<file path="config.mk">
export PLATFORM = sky130hd
export DESIGN_NAME = adc_window_mux_reference_ctrl
export DESIGN_NICKNAME = d
export VERILOG_FILES = /design/src/hdl/adc_ctrl_pkg.sv /design/src/hdl/window_if.sv /design/src/hdl/adc_window_mux_reference_ctrl.sv /design/src/hdl/window_compare.sv
export VERILOG_INCLUDE_DIRS = /design/src /design/src/hdl
export SDC_FILE = /design/constraint.sdc
export NUM_CORES = 1
export LEC_CHECK = 0
export BUFFER_PORTS_ARGS = -buffer_cell sky130_fd_sc_hd__buf_2
export CAP_MARGIN = 0
export CORE_MARGIN = 8
export CORE_UTILIZATION = 35
export CTS_CLUSTER_SIZE = 16
export DETAILED_ROUTE_END_ITERATION = 12
export SLEW_MARGIN = 25
export SYNTH_ARGS = -nofsm -noshare
export SYNTH_HDL_FRONTEND = slang
export SYNTH_SLANG_ARGS = --single-unit
</file>
<file path="constraint.sdc">
create_clock -name clk -period 6.4 [get_ports clk]
set_input_delay 0.32 -clock clk [delete_from_list [all_inputs] [get_ports clk]]
set_output_delay 0.32 -clock clk [all_outputs]
set_load 0.01 [all_outputs]
</file>
<file path="src/hdl/adc_ctrl_consts.svh">
// register addresses, field positions, reset values and mux codes of the
// converter control block; assumes an 8-bit special-function-register space
`ifndef ADC_CTRL_CONSTS_SVH
`define ADC_CTRL_CONSTS_SVH

// ----------------------------------------------------------------------------
// register addresses
// ----------------------------------------------------------------------------
`define ADDR_INPUT_SELECT 8'hbb
`define ADDR_GT_LOW 8'hc3
`define ADDR_GT_HIGH 8'hc4
`define ADDR_LT_LOW 8'hc5
`define ADDR_LT_HIGH 8'hc6
`define ADDR_REFERENCE 8'hd2

// ----------------------------------------------------------------------------
// reset values
// ----------------------------------------------------------------------------
`define RESET_INPUT_CODE 5'h1f
`define RESET_GT_BYTE 8'hff
`define RESET_LT_BYTE 8'h00
`define RESET_GROUND_SEL 1'b0
`define RESET_REF_SEL 2'h2
`define RESET_TEMP_ON 1'b0
`define RESET_BIAS_ON 1'b0

// ----------------------------------------------------------------------------
// field positions
// ----------------------------------------------------------------------------
`define INPUT_CODE_MSB 4
`define REF_GND_BIT 5
`define REF_SEL_MSB 4
`define REF_SEL_LSB 3
`define REF_TEMP_BIT 2
`define REF_BIAS_BIT 1

// ----------------------------------------------------------------------------
// positive input codes
// ----------------------------------------------------------------------------
`define CODE_PORT0_LAST 5'h07
`define CODE_PORT1_LAST 5'h0f
`define CODE_TEMP 5'h10
`define CODE_VREG 5'h11
`define CODE_VDD 5'h12
`define CODE_GND 5'h13

`endif

</file>
<file path="src/hdl/adc_ctrl_pkg.sv">
// types shared by the converter control block and its window comparator;
// assumes nothing of its surroundings
package adc_ctrl_pkg;

   // ordering matches the two-bit reference select field
   typedef enum logic [1:0] {
      ref_ext_pin,
      ref_vdd,
      ref_core_supply,
      ref_hs_internal
   } ref_sel_t;

   typedef logic [9:0] conv_word_t;
   typedef logic [15:0] limit_word_t;

endpackage : adc_ctrl_pkg

</file>
<file path="src/hdl/window_if.sv">
// carrier between the control top and its window comparator;
// both ends sit on the same clock
`timescale 1ns/1ps
`default_nettype none

interface window_if;
   import adc_ctrl_pkg::*;

   conv_word_t result;
   limit_word_t gt_limit;
   limit_word_t lt_limit;
   logic inside_mode;
   logic hit;

   modport ctrl (output result, output gt_limit, output lt_limit, input inside_mode, input hit);
   modport cmp (input result, input gt_limit, input lt_limit, output inside_mode, output hit);
endinterface : window_if

`default_nettype wire
</file>
<file path="src/hdl/adc_window_mux_reference_ctrl.sv">
// converter control: window detector limits and flag, positive input mux
// select, voltage and ground reference select, temperature sensor enable.
// assumes the converter presents its result word with a one-cycle done
// strobe on clk, and a special-function-register port on the same clock.
//
// Summary of operation
// - The less-than low byte is a read/write byte, reset to zero, forming the low half of the less-than limit.
// - With inside detection the flag sets when the word is above the greater-than limit and below the less-than limit.
// - With outside detection the flag sets when the word is below the greater-than limit or above the less-than limit.
// - The conversion word is compared as a 10-bit unsigned integer.
// - Codes 16 to 19 select temperature sensor, regulator output, supply and ground.
// - Reference select 0 routes the external reference pin to the converter.
// - Reference select 3 picks the internal fast reference, enabled only while the converter works.
// - Reference select 1 picks the supply and 2 picks the regulated core supply.
// - Ground select 1 takes the converter ground from the analog ground pin, else the ground pin.
// - The temperature sensor enable bit switches the sensor on.
// - The window is judged after every conversion without software help.
// - Each limit is a byte pair; greater-than bytes reset to ones, less-than bytes to zeros.
// - The window match flag can be polled.
`timescale 1ns/1ps
`default_nettype none
`include "adc_ctrl_consts.svh"

module adc_window_mux_reference_ctrl
   import adc_ctrl_pkg::*;
(
   // clock and reset
   input wire logic clk,
   input wire logic rst_n,
   // register port
   input wire logic [7:0] sfr_addr,
   input wire logic [7:0] sfr_wdata,
   input wire logic sfr_wr,
   input wire logic sfr_rd,
   output logic [7:0] sfr_rdata,
   // converter side
   input wire logic [9:0] conv_result,
   input wire logic conv_done,
   input wire logic conv_active,
   input wire logic window_flag_clear,
   // window detector state
   output logic window_match_flag,
   output logic window_inside_mode,
   // positive input mux
   output logic [7:0] port0_input_sel,
   output logic [7:0] port1_input_sel,
   output logic temp_input_sel,
   output logic vreg_input_sel,
   output logic vdd_input_sel,
   output logic gnd_input_sel,
   // references and sensor
   output logic vref_pin_sel,
   output logic vref_vdd_sel,
   output logic vref_core_sel,
   output logic vref_hs_sel,
   output logic hs_ref_enable,
   output logic agnd_pin_sel,
   output logic temp_sensor_on,
   output logic bias_enable
);

   // -------------------------------------------------------------------------
   // helpers
   // -------------------------------------------------------------------------
   function automatic limit_word_t join_bytes(input logic [7:0] high, input logic [7:0] low);
      join_bytes = {high, low};
   endfunction : join_bytes

   function automatic logic addr_hit(input logic [7:0] addr, input logic [7:0] target);
      addr_hit = (addr == target);
   endfunction : addr_hit

   // -------------------------------------------------------------------------
   // register storage
   // -------------------------------------------------------------------------
   logic [7:0] gt_limit_low_byte;
   logic [7:0] gt_limit_high_byte;
   logic [7:0] lt_limit_low_byte;
   logic [7:0] lt_limit_high_byte;
   logic [4:0] positive_input_code;
   logic ground_ref_select;
   ref_sel_t ref_voltage_select;
   logic temp_enable;
   logic bias_on;
   logic [7:0] next_rdata;

   window_if win ();

   // -------------------------------------------------------------------------
   // limit registers
   // -------------------------------------------------------------------------
   always_ff @(posedge clk or negedge rst_n)
   begin
      if (!rst_n)
      begin
         gt_limit_low_byte <= `RESET_GT_BYTE;
         gt_limit_high_byte <= `RESET_GT_BYTE;
      end
      else if (sfr_wr)
      begin
         if (addr_hit(sfr_addr, `ADDR_GT_LOW))
         begin
            gt_limit_low_byte <= sfr_wdata;
         end
         else if (addr_hit(sfr_addr, `ADDR_GT_HIGH))
         begin
            gt_limit_high_byte <= sfr_wdata;
         end
      end
   end

   always_ff @(posedge clk or negedge rst_n)
   begin
      if (!rst_n)
      begin
         lt_limit_low_byte <= `RESET_LT_BYTE;
         lt_limit_high_byte <= `RESET_LT_BYTE;
      end
      else if (sfr_wr)
      begin
         if (addr_hit(sfr_addr, `ADDR_LT_LOW))
         begin
            lt_limit_low_byte <= sfr_wdata;
         end
         else if (addr_hit(sfr_addr, `ADDR_LT_HIGH))
         begin
            lt_limit_high_byte <= sfr_wdata;
         end
      end
   end

   // -------------------------------------------------------------------------
   // input select register
   // -------------------------------------------------------------------------
   always_ff @(posedge clk or negedge rst_n)
   begin
      if (!rst_n)
      begin
         positive_input_code <= `RESET_INPUT_CODE;
      end
      else if (sfr_wr && addr_hit(sfr_addr, `ADDR_INPUT_SELECT))
      begin
         // upper three data bits are dropped on purpose
         positive_input_code <= sfr_wdata[`INPUT_CODE_MSB:0];
      end
   end

   // -------------------------------------------------------------------------
   // reference control register
   // -------------------------------------------------------------------------
   always_ff @(posedge clk or negedge rst_n)
   begin
      if (!rst_n)
      begin
         ground_ref_select <= `RESET_GROUND_SEL;
         ref_voltage_select <= ref_sel_t'(`RESET_REF_SEL);
         temp_enable <= `RESET_TEMP_ON;
         bias_on <= `RESET_BIAS_ON;
      end
      else if (sfr_wr && addr_hit(sfr_addr, `ADDR_REFERENCE))
      begin
         ground_ref_select <= sfr_wdata[`REF_GND_BIT];
         ref_voltage_select <= ref_sel_t'(sfr_wdata[`REF_SEL_MSB:`REF_SEL_LSB]);
         temp_enable <= sfr_wdata[`REF_TEMP_BIT];
         bias_on <= sfr_wdata[`REF_BIAS_BIT];
      end
   end

   // -------------------------------------------------------------------------
   // read path
   // -------------------------------------------------------------------------
   always_comb
   begin
      next_rdata = 8'h00;
      if (addr_hit(sfr_addr, `ADDR_INPUT_SELECT))
      begin
         next_rdata = {3'h0, positive_input_code};
      end
      else if (addr_hit(sfr_addr, `ADDR_GT_LOW))
      begin
         next_rdata = gt_limit_low_byte;
      end
      else if (addr_hit(sfr_addr, `ADDR_GT_HIGH))
      begin
         next_rdata = gt_limit_high_byte;
      end
      else if (addr_hit(sfr_addr, `ADDR_LT_LOW))
      begin
         next_rdata = lt_limit_low_byte;
      end
      else if (addr_hit(sfr_addr, `ADDR_LT_HIGH))
      begin
         next_rdata = lt_limit_high_byte;
      end
      else if (addr_hit(sfr_addr, `ADDR_REFERENCE))
      begin
         // unused bits 7:6 and 0 read as zero
         next_rdata = {2'h0, ground_ref_select, ref_voltage_select, temp_enable, bias_on, 1'b0};
      end
   end

   // data holds between reads so a slow reader may sample late
   always_ff @(posedge clk or negedge rst_n)
   begin
      if (!rst_n)
      begin
         sfr_rdata <= 8'h00;
      end
      else if (sfr_rd)
      begin
         sfr_rdata <= next_rdata;
      end
   end

   // -------------------------------------------------------------------------
   // window detector
   // -------------------------------------------------------------------------
   assign win.result = conv_result;
   assign win.gt_limit = join_bytes(gt_limit_high_byte, gt_limit_low_byte);
   assign win.lt_limit = join_bytes(lt_limit_high_byte, lt_limit_low_byte);

   window_compare u_window_compare (
      .win (win.cmp)
   );

   // a match on the clear cycle still sets, so no event is lost
   always_ff @(posedge clk or negedge rst_n)
   begin
      if (!rst_n)
      begin
         window_match_flag <= 1'b0;
      end
      else if (conv_done && win.hit)
      begin
         window_match_flag <= 1'b1;
      end
      else if (window_flag_clear)
      begin
         window_match_flag <= 1'b0;
      end
   end

   always_ff @(posedge clk or negedge rst_n)
   begin
      if (!rst_n)
      begin
         window_inside_mode <= 1'b0;
      end
      else
      begin
         window_inside_mode <= win.inside_mode;
      end
   end

   // -------------------------------------------------------------------------
   // positive input mux decode
   // -------------------------------------------------------------------------
   always_ff @(posedge clk or negedge rst_n)
   begin
      if (!rst_n)
      begin
         port0_input_sel <= 8'h00;
         port1_input_sel <= 8'h00;
      end
      else
      begin
         port0_input_sel <= 8'h00;
         port1_input_sel <= 8'h00;
         if (positive_input_code <= `CODE_PORT0_LAST)
         begin
            port0_input_sel[positive_input_code[2:0]] <= 1'b1;
         end
         else if (positive_input_code <= `CODE_PORT1_LAST)
         begin
            port1_input_sel[positive_input_code[2:0]] <= 1'b1;
         end
      end
   end

   // codes above the ground code leave every select low
   always_ff @(posedge clk or negedge rst_n)
   begin
      if (!rst_n)
      begin
         temp_input_sel <= 1'b0;
         vreg_input_sel <= 1'b0;
         vdd_input_sel <= 1'b0;
         gnd_input_sel <= 1'b0;
      end
      else
      begin
         temp_input_sel <= (positive_input_code == `CODE_TEMP);
         vreg_input_sel <= (positive_input_code == `CODE_VREG);
         vdd_input_sel <= (positive_input_code == `CODE_VDD);
         gnd_input_sel <= (positive_input_code == `CODE_GND);
      end
   end

   // -------------------------------------------------------------------------
   // reference routing
   // -------------------------------------------------------------------------
   always_ff @(posedge clk or negedge rst_n)
   begin
      if (!rst_n)
      begin
         vref_pin_sel <= 1'b0;
         vref_vdd_sel <= 1'b0;
         vref_core_sel <= 1'b0;
         vref_hs_sel <= 1'b0;
      end
      else
      begin
         vref_pin_sel <= (ref_voltage_select == ref_ext_pin);
         vref_vdd_sel <= (ref_voltage_select == ref_vdd);
         vref_core_sel <= (ref_voltage_select == ref_core_supply);
         vref_hs_sel <= (ref_voltage_select == ref_hs_internal);
      end
   end

   // fast reference is powered only while selected and converting, saving
   // its bias current between conversions
   always_ff @(posedge clk or negedge rst_n)
   begin
      if (!rst_n)
      begin
         hs_ref_enable <= 1'b0;
      end
      else
      begin
         hs_ref_enable <= (ref_voltage_select == ref_hs_internal) && conv_active;
      end
   end

   always_ff @(posedge clk or negedge rst_n)
   begin
      if (!rst_n)
      begin
         agnd_pin_sel <= 1'b0;
         temp_sensor_on <= 1'b0;
         bias_enable <= 1'b0;
      end
      else
      begin
         agnd_pin_sel <= ground_ref_select;
         temp_sensor_on <= temp_enable;
         bias_enable <= bias_on;
      end
   end

endmodule : adc_window_mux_reference_ctrl

`default_nettype wire

</file>
<file path="src/hdl/window_compare.sv">
// window comparator: purely combinational judgement of one conversion word
// against the two limits; the caller decides when the answer counts
`timescale 1ns/1ps
`default_nettype none

module window_compare
   import adc_ctrl_pkg::*;
(
   window_if.cmp win
);

   limit_word_t word;

   // unsigned 10-bit word widened to the limit width
   assign word = {6'h00, win.result};

   // inside when the less-than limit lies above the greater-than limit
   assign win.inside_mode = (win.lt_limit > win.gt_limit);

   always_comb
   begin
      if (win.inside_mode)
      begin
         win.hit = (word > win.gt_limit) && (word < win.lt_limit);
      end
      else
      begin
         // equal limits fall here too; only a word equal to both misses
         win.hit = (word < win.gt_limit) || (word > win.lt_limit);
      end
   end

endmodule : window_compare

`default_nettype wire

</file>
[Word level (Yosys, flattened, before mapping)]
Index checks and enable logic that the tools add are counted.
Operators by class
  magnitude comparators: 9
  equal/unequal tests: 13
  multiplexer cells: 14
  bitwise gates (word level): 2
  reduce and logical (&&, ||, !) cells: 13
Operators by type and width (count)
  8-bit two-way mux: 8
  8-bit == test, second input constant: 6
  10-bit by 16-bit greater-than comparator with 1-bit output: 2
  10-bit by 16-bit less-than comparator with 1-bit output: 2
  5-bit == test, second input constant: 4
  16-bit greater-than comparator: 1
  1-bit logical AND: 6
  6-bit two-way mux: 1
  3-bit AND reduction: 2
  5-bit by 3-bit less-or-equal comparator with 1-bit output, second input constant: 1
  5-bit by 4-bit less-or-equal comparator with 1-bit output, second input constant: 1
  2-bit == test, second input constant: 2
  3-bit by 4-bit less-than comparator with 1-bit output, second input constant: 1
  1-bit two-way mux: 4
  2-bit AND reduction: 2
  1-bit demux with 3-bit select: 1
  3-bit by 1-bit >= comparator with 1-bit output, second input constant: 1
  2-bit by 1-bit == test with 1-bit output, second input constant: 1
  2-bit logical NOT: 1
  1-bit NOT: 2
  2-bit nonzero test: 1
  1-bit logical OR: 1
Storage, ports and cells
  flip-flop bits (word level): 80
  logic and storage cells: 77

[Longest topological paths before layout]
  depth in word-level cells: 7
  depth in mapped cells: 8
  depth with buffers taken out: 8

[Cells and area by module]
From an unflattened synthesis, not the netlist that was laid out.
Unflattened totals
  cells, all modules: 383
  area, all modules: 4347.9 µm²
Modules (own cells, without submodules)
  adc_window_mux_reference_ctrl: times used 1, cells an instance 259, area each 3419.5 µm², sequential area each 2029.4 µm²
  window_compare: times used 1, cells an instance 124, area each 928.4 µm², sequential area each 0.0 µm²

[Least setup slack after synthesis]
Ideal clock, no wire load.
  path kind: flip-flop to flip-flop
  start point: reg gt_limit_high_byte[6]
  end point: reg window_match_flag
  data arrival time: 2050 ps
  data required time: 6274 ps
  slack: 4224 ps
  cell stages (with the launch flop): 9
  path buffers: 0
  period minus slack after synthesis: 2176 ps
  cell sequence: dfstp_2 > inv_1 > ha_1 > a21oi_1 > nand2_1 > a221o_1 > o31a_1 > o2111a_1 > a221o_1
RTL lines
  start: declaration: RTL line adc_window_mux_reference_ctrl.sv:77  | logic [7:0] gt_limit_high_byte;
  start signal: assignment: RTL line adc_window_mux_reference_ctrl.sv:97  | gt_limit_high_byte <= `RESET_GT_BYTE;
  start signal: assignment: RTL line adc_window_mux_reference_ctrl.sv:107  | gt_limit_high_byte <= sfr_wdata;
  16-bit greater-than comparator (*): RTL line window_compare.sv:18  | assign win.inside_mode = (win.lt_limit > win.gt_limit);
  named net u_window_compare.win.inside_mode: RTL line window_if.sv:16  | modport cmp (input result, input gt_limit, input lt_limit, output inside_mode, output hit);
  1-bit two-way mux (*): RTL line window_compare.sv:22  | if (win.inside_mode)
  1-bit logical AND (*): RTL line adc_window_mux_reference_ctrl.sv:233  | else if (conv_done && win.hit)
  1-bit two-way mux / 2-bit nonzero test (equally long branches)
  end signal: assignment: RTL line adc_window_mux_reference_ctrl.sv:231  | window_match_flag <= 1'b0;
  end signal: assignment: RTL line adc_window_mux_reference_ctrl.sv:235  | window_match_flag <= 1'b1;
  end signal: assignment: RTL line adc_window_mux_reference_ctrl.sv:239  | window_match_flag <= 1'b0;
  end: declaration: RTL line adc_window_mux_reference_ctrl.sv:42  | output logic window_match_flag,
Mark *: on every way through the listed nets, which the timed path passes. The rest lies on a longest branch.
A chain may end at the register's enable or synchronous reset.

[Worst setup path in the final report]
Ends and elaborated chain as after synthesis.

==> impl_metrics.csv <==
group,metric,value,unit
outcome,status,"complete, but fails checks",
outcome,violations,"negative hold slack",
cells_and_area,multi_input_area,0.00205,sq mm
sta,setup_tns,0,ps
cells_and_area,final_cells,626,
global_routing,grt_pass1_vias,3449,
floorplanning,core_area,0.0120,sq mm
run,drv_cap,0,
cts,hold_buffers,0,
floorplanning,start_util,0.357,
global_routing,grt_max_degree,81,
setup_path,r2r_end,"window_match_flag$_DFFE_PN0P_",
global_routing,grt_pass1_wl,18.1,mm
setup_path,arrival,2640,ps
sta,hold_viol_final,2,
logic_synthesis,synthMuxAreaShare,0.0872,
floorplanning,dieArea,0.0160,sq mm
floorplanning,rows,40,
power_and_ir_drop,power.leakage,2.52,nW
logic_synthesis,netlist_area,0.00428,sq mm
floorplanning,die_w,127,microns
logic_synthesis,synth-simple-area-share,0.157,
cts,cts_tree,"built",
cts,cts_inserted_buffers,9,
setup_path,r2r-start,"gt_limit_high_byte[6]$_DFFE_PN1P_",
logic_synthesis,synth_seq_area_share,0.475,
setup_path,crit_type,"register to register",
sta,holdWs,-6.25,ps
setup_path,reg2reg_depth,8,
logic_synthesis,synth_ff_type,"dfrtp_1",
sta,rsz0062_at_grt,"false",
logic_synthesis,synth_top_area_frac,0.339,
cts,cts_sinks,80,
place,place_congestion,0.834,
cells_and_area,area_growth,17.9,%
sta,fin_skew,5.87,ps
logic_synthesis,yosys.area_share.adder,0.105,
power_and_ir_drop,peakVddDrop,0.146,mV
cts,post_cts_resized,0,
logic_synthesis,synth_compound_area_frac,0.131,
cells_and_area,diodes,0,
drt,vias_per_cell,5.24,
cts,htreeDepth,3,
sta,slew_viol_final,0,
place,dpl.hpwl,8.36,mm
logic_synthesis,async_flop_share,1.00,
sta,max_slew_margin,0.408,
sta,max_freq,414,MHz
logic_synthesis,syn_nets,475,
cts,clock-root-buffer,"clkbuf_16",
place,port_buffers,70,
drt,ant_nets,0,
cells_and_area,layout.nets,543,
power_and_ir_drop,total_power,1.21,mW
cts,post-cts-setup-buffer-count,0,
logic_synthesis,synth_top_family_by_area,"simple AND/OR/NAND/NOR gates",
drt,drtIter0Drc,250,
cts,clkLatencyLatePin,340,ps
floorplanning,ios,71,
global_routing,antenna_found_initial,1,
place,dpl_worst_slack,4030,ps
global_routing,grt_overflow,0,
logic_synthesis,synth_edf_count,0,
logic_synthesis,yosysTopAreaCell,"dfrtp_1",
drt,drcViolationCount,0,
hold_path,hp-class,"input pin to asynchronous set/reset pin",
sta,tightest_slew,883,ps
cts,path_clk_slew,60,ps
logic_synthesis,synth_seq_cells,80,
drt,drtPass1Iterations,4,
sta,fin_crit_sh,0.377,
logic_synthesis,yosys-top-cells-area,"dfrtp_1 34%, dfstp_2 14%, ha_1 11%",
logic_synthesis,synthesis.yosys.warnings,0,
logic_synthesis,synth_area_per_cell,10.5,sq um
setup_path,cp-start-kind,"register",
drt,avgRoutedWirePerCell,17.6,microns
global_routing,grtUsageTotal,0.144,
sta,setup_viol,0,
logic_synthesis,synth.distinct_cells,55,
setup_path,crit_required,6620,ps
place,dpl.cell_count,610,
cells_and_area,num-fill-cells,1163,
logic_synthesis,synth.most_common_cell,"dfrtp_1",
logic_synthesis,synth_common_cells,"58 x dfrtp_1, 38 x nand2_1, 36 x ha_1, 32 x inv_1, 31 x a21oi_1",
drt,dr_total_vias,3283,
power_and_ir_drop,powerDensity,240,mW/mm^2
cts,clock_path_buffers,2,
floorplanning,die_h,127,microns
logic_synthesis,netlist_instances,406,
cells_and_area,seq_area,0.00203,sq mm
setup_path,rrSetupSlack,3980,ps
logic_synthesis,synthXorXnorAreaFrac,0,
drt,wl,11.0,mm
setup_path,worst-path-max-fanout,3,
setup_path,cp-end-kind,"register",
sta,timing.final.crit_period,2420,ps
cells_and_area,drive_gt1_frac,0.311,
sta,final.setup.worst_slack,3980,ps
## critical path: stages (launching register included)
cell and delay [ps]:
dfstp_2 530, inv_1 60, ha_1 320, nand4_1 160
nor4_1 440, a21boi_1 230, o31a_1 210, a21oi_1 60
a221o_1 290
## flip-flops by register name, summed over array words and instances (netlist names), 2 cells and up
| register | flops |
|---|---|
| gt_limit_high_byte | 8 |
| lt_limit_low_byte | 8 |
| gt_limit_low_byte | 8 |
| ref_voltage_select | 2 |
| port1_input_sel | 8 |
| positive_input_code | 5 |
| sfr_rdata | 8 |
| port0_input_sel | 8 |
| lt_limit_high_byte | 8 |
## power by group
part           internal, mW  switching (mW)  leakage [nW]
clock network         0.304           0.207         0.143
logic                0.0557          0.0856          1.36
registers             0.537          0.0192          1.02
total                 0.897           0.312          2.52
## layer usage
layer / part of all wire / GRT usage / up-vias
li1: - / - / 1582
met1: 0.43 / 0.171 / 1602
met2: 0.50 / 0.241 / 82
met3: 0.050 / 0.0373 / 15
met4: 0.017 / 0.0602 / 2
met5: 0.00073 / 0 / -
## through the flow
stage               instance area (sq um)  utilization  hold slack (ps)
floorplan                            4280            -             24.4
global placement                     4740        0.396              389
detailed placement                   4740        0.396              390
CTS                                  5030        0.421              195
global route                         5040        0.421             65.0
finish                               5040        0.421            -6.25
## cell type report
class	instances	share of cell area
inverter	32	0.0238
tap	147	0.0365
multi-input combinational	281	0.407
sequential	80	0.403
clock inverter	6	0.0137
clock buffer	10	0.0454
timing repair buffer	70	0.0708
## worst max-delay path by stage
| stage | from | endpoint | slack [ps] | depth (start not counted) |
|---|---|---|---|---|
| after floorplan | gt_limit_high_byte[6]$_DFFE_PN1P_ | window_match_flag$_DFFE_PN0P_ | 4220 | 8 |
| after global placement | gt_limit_low_byte[7]$_DFFE_PN1P_ | window_match_flag$_DFFE_PN0P_ | 4140 | 8 |
| after detailed placement | gt_limit_high_byte[6]$_DFFE_PN1P_ | window_match_flag$_DFFE_PN0P_ | 4030 | 8 |
| after CTS | gt_limit_high_byte[6]$_DFFE_PN1P_ | window_match_flag$_DFFE_PN0P_ | 4020 | 8 |
| after global routing | gt_limit_high_byte[7]$_DFFE_PN1P_ | window_match_flag$_DFFE_PN0P_ | 3780 | 8 |
| final | gt_limit_high_byte[6]$_DFFE_PN1P_ | window_match_flag$_DFFE_PN0P_ | 3980 | 8 |
## placed cells by master, fill, tap and decap left out, drive strengths merged, types with 3 or more instances in the layout
cell type	count
nor3	7
a31oi	5
clkbuf	10
ha	36
nor3b	5
nor2b	8
dfrtp	58
a211oi	5
nand2	40
dfstp	22
mux2i	5
nor4	4
nor2	29
nand3	5
and2	3
mux2	27
o21ai	31
nand4	6
a21oi	31
o211ai	4
inv	33
o22ai	3
clkinv	3
buf	70
## cells by family after synthesis
logic type      Yosys count
flops                    80
simple gates            119
compound gates           94
fa+ha+maj                36
mux                      32
buf+inv                  45
Power figures use the tool's default switching activity.
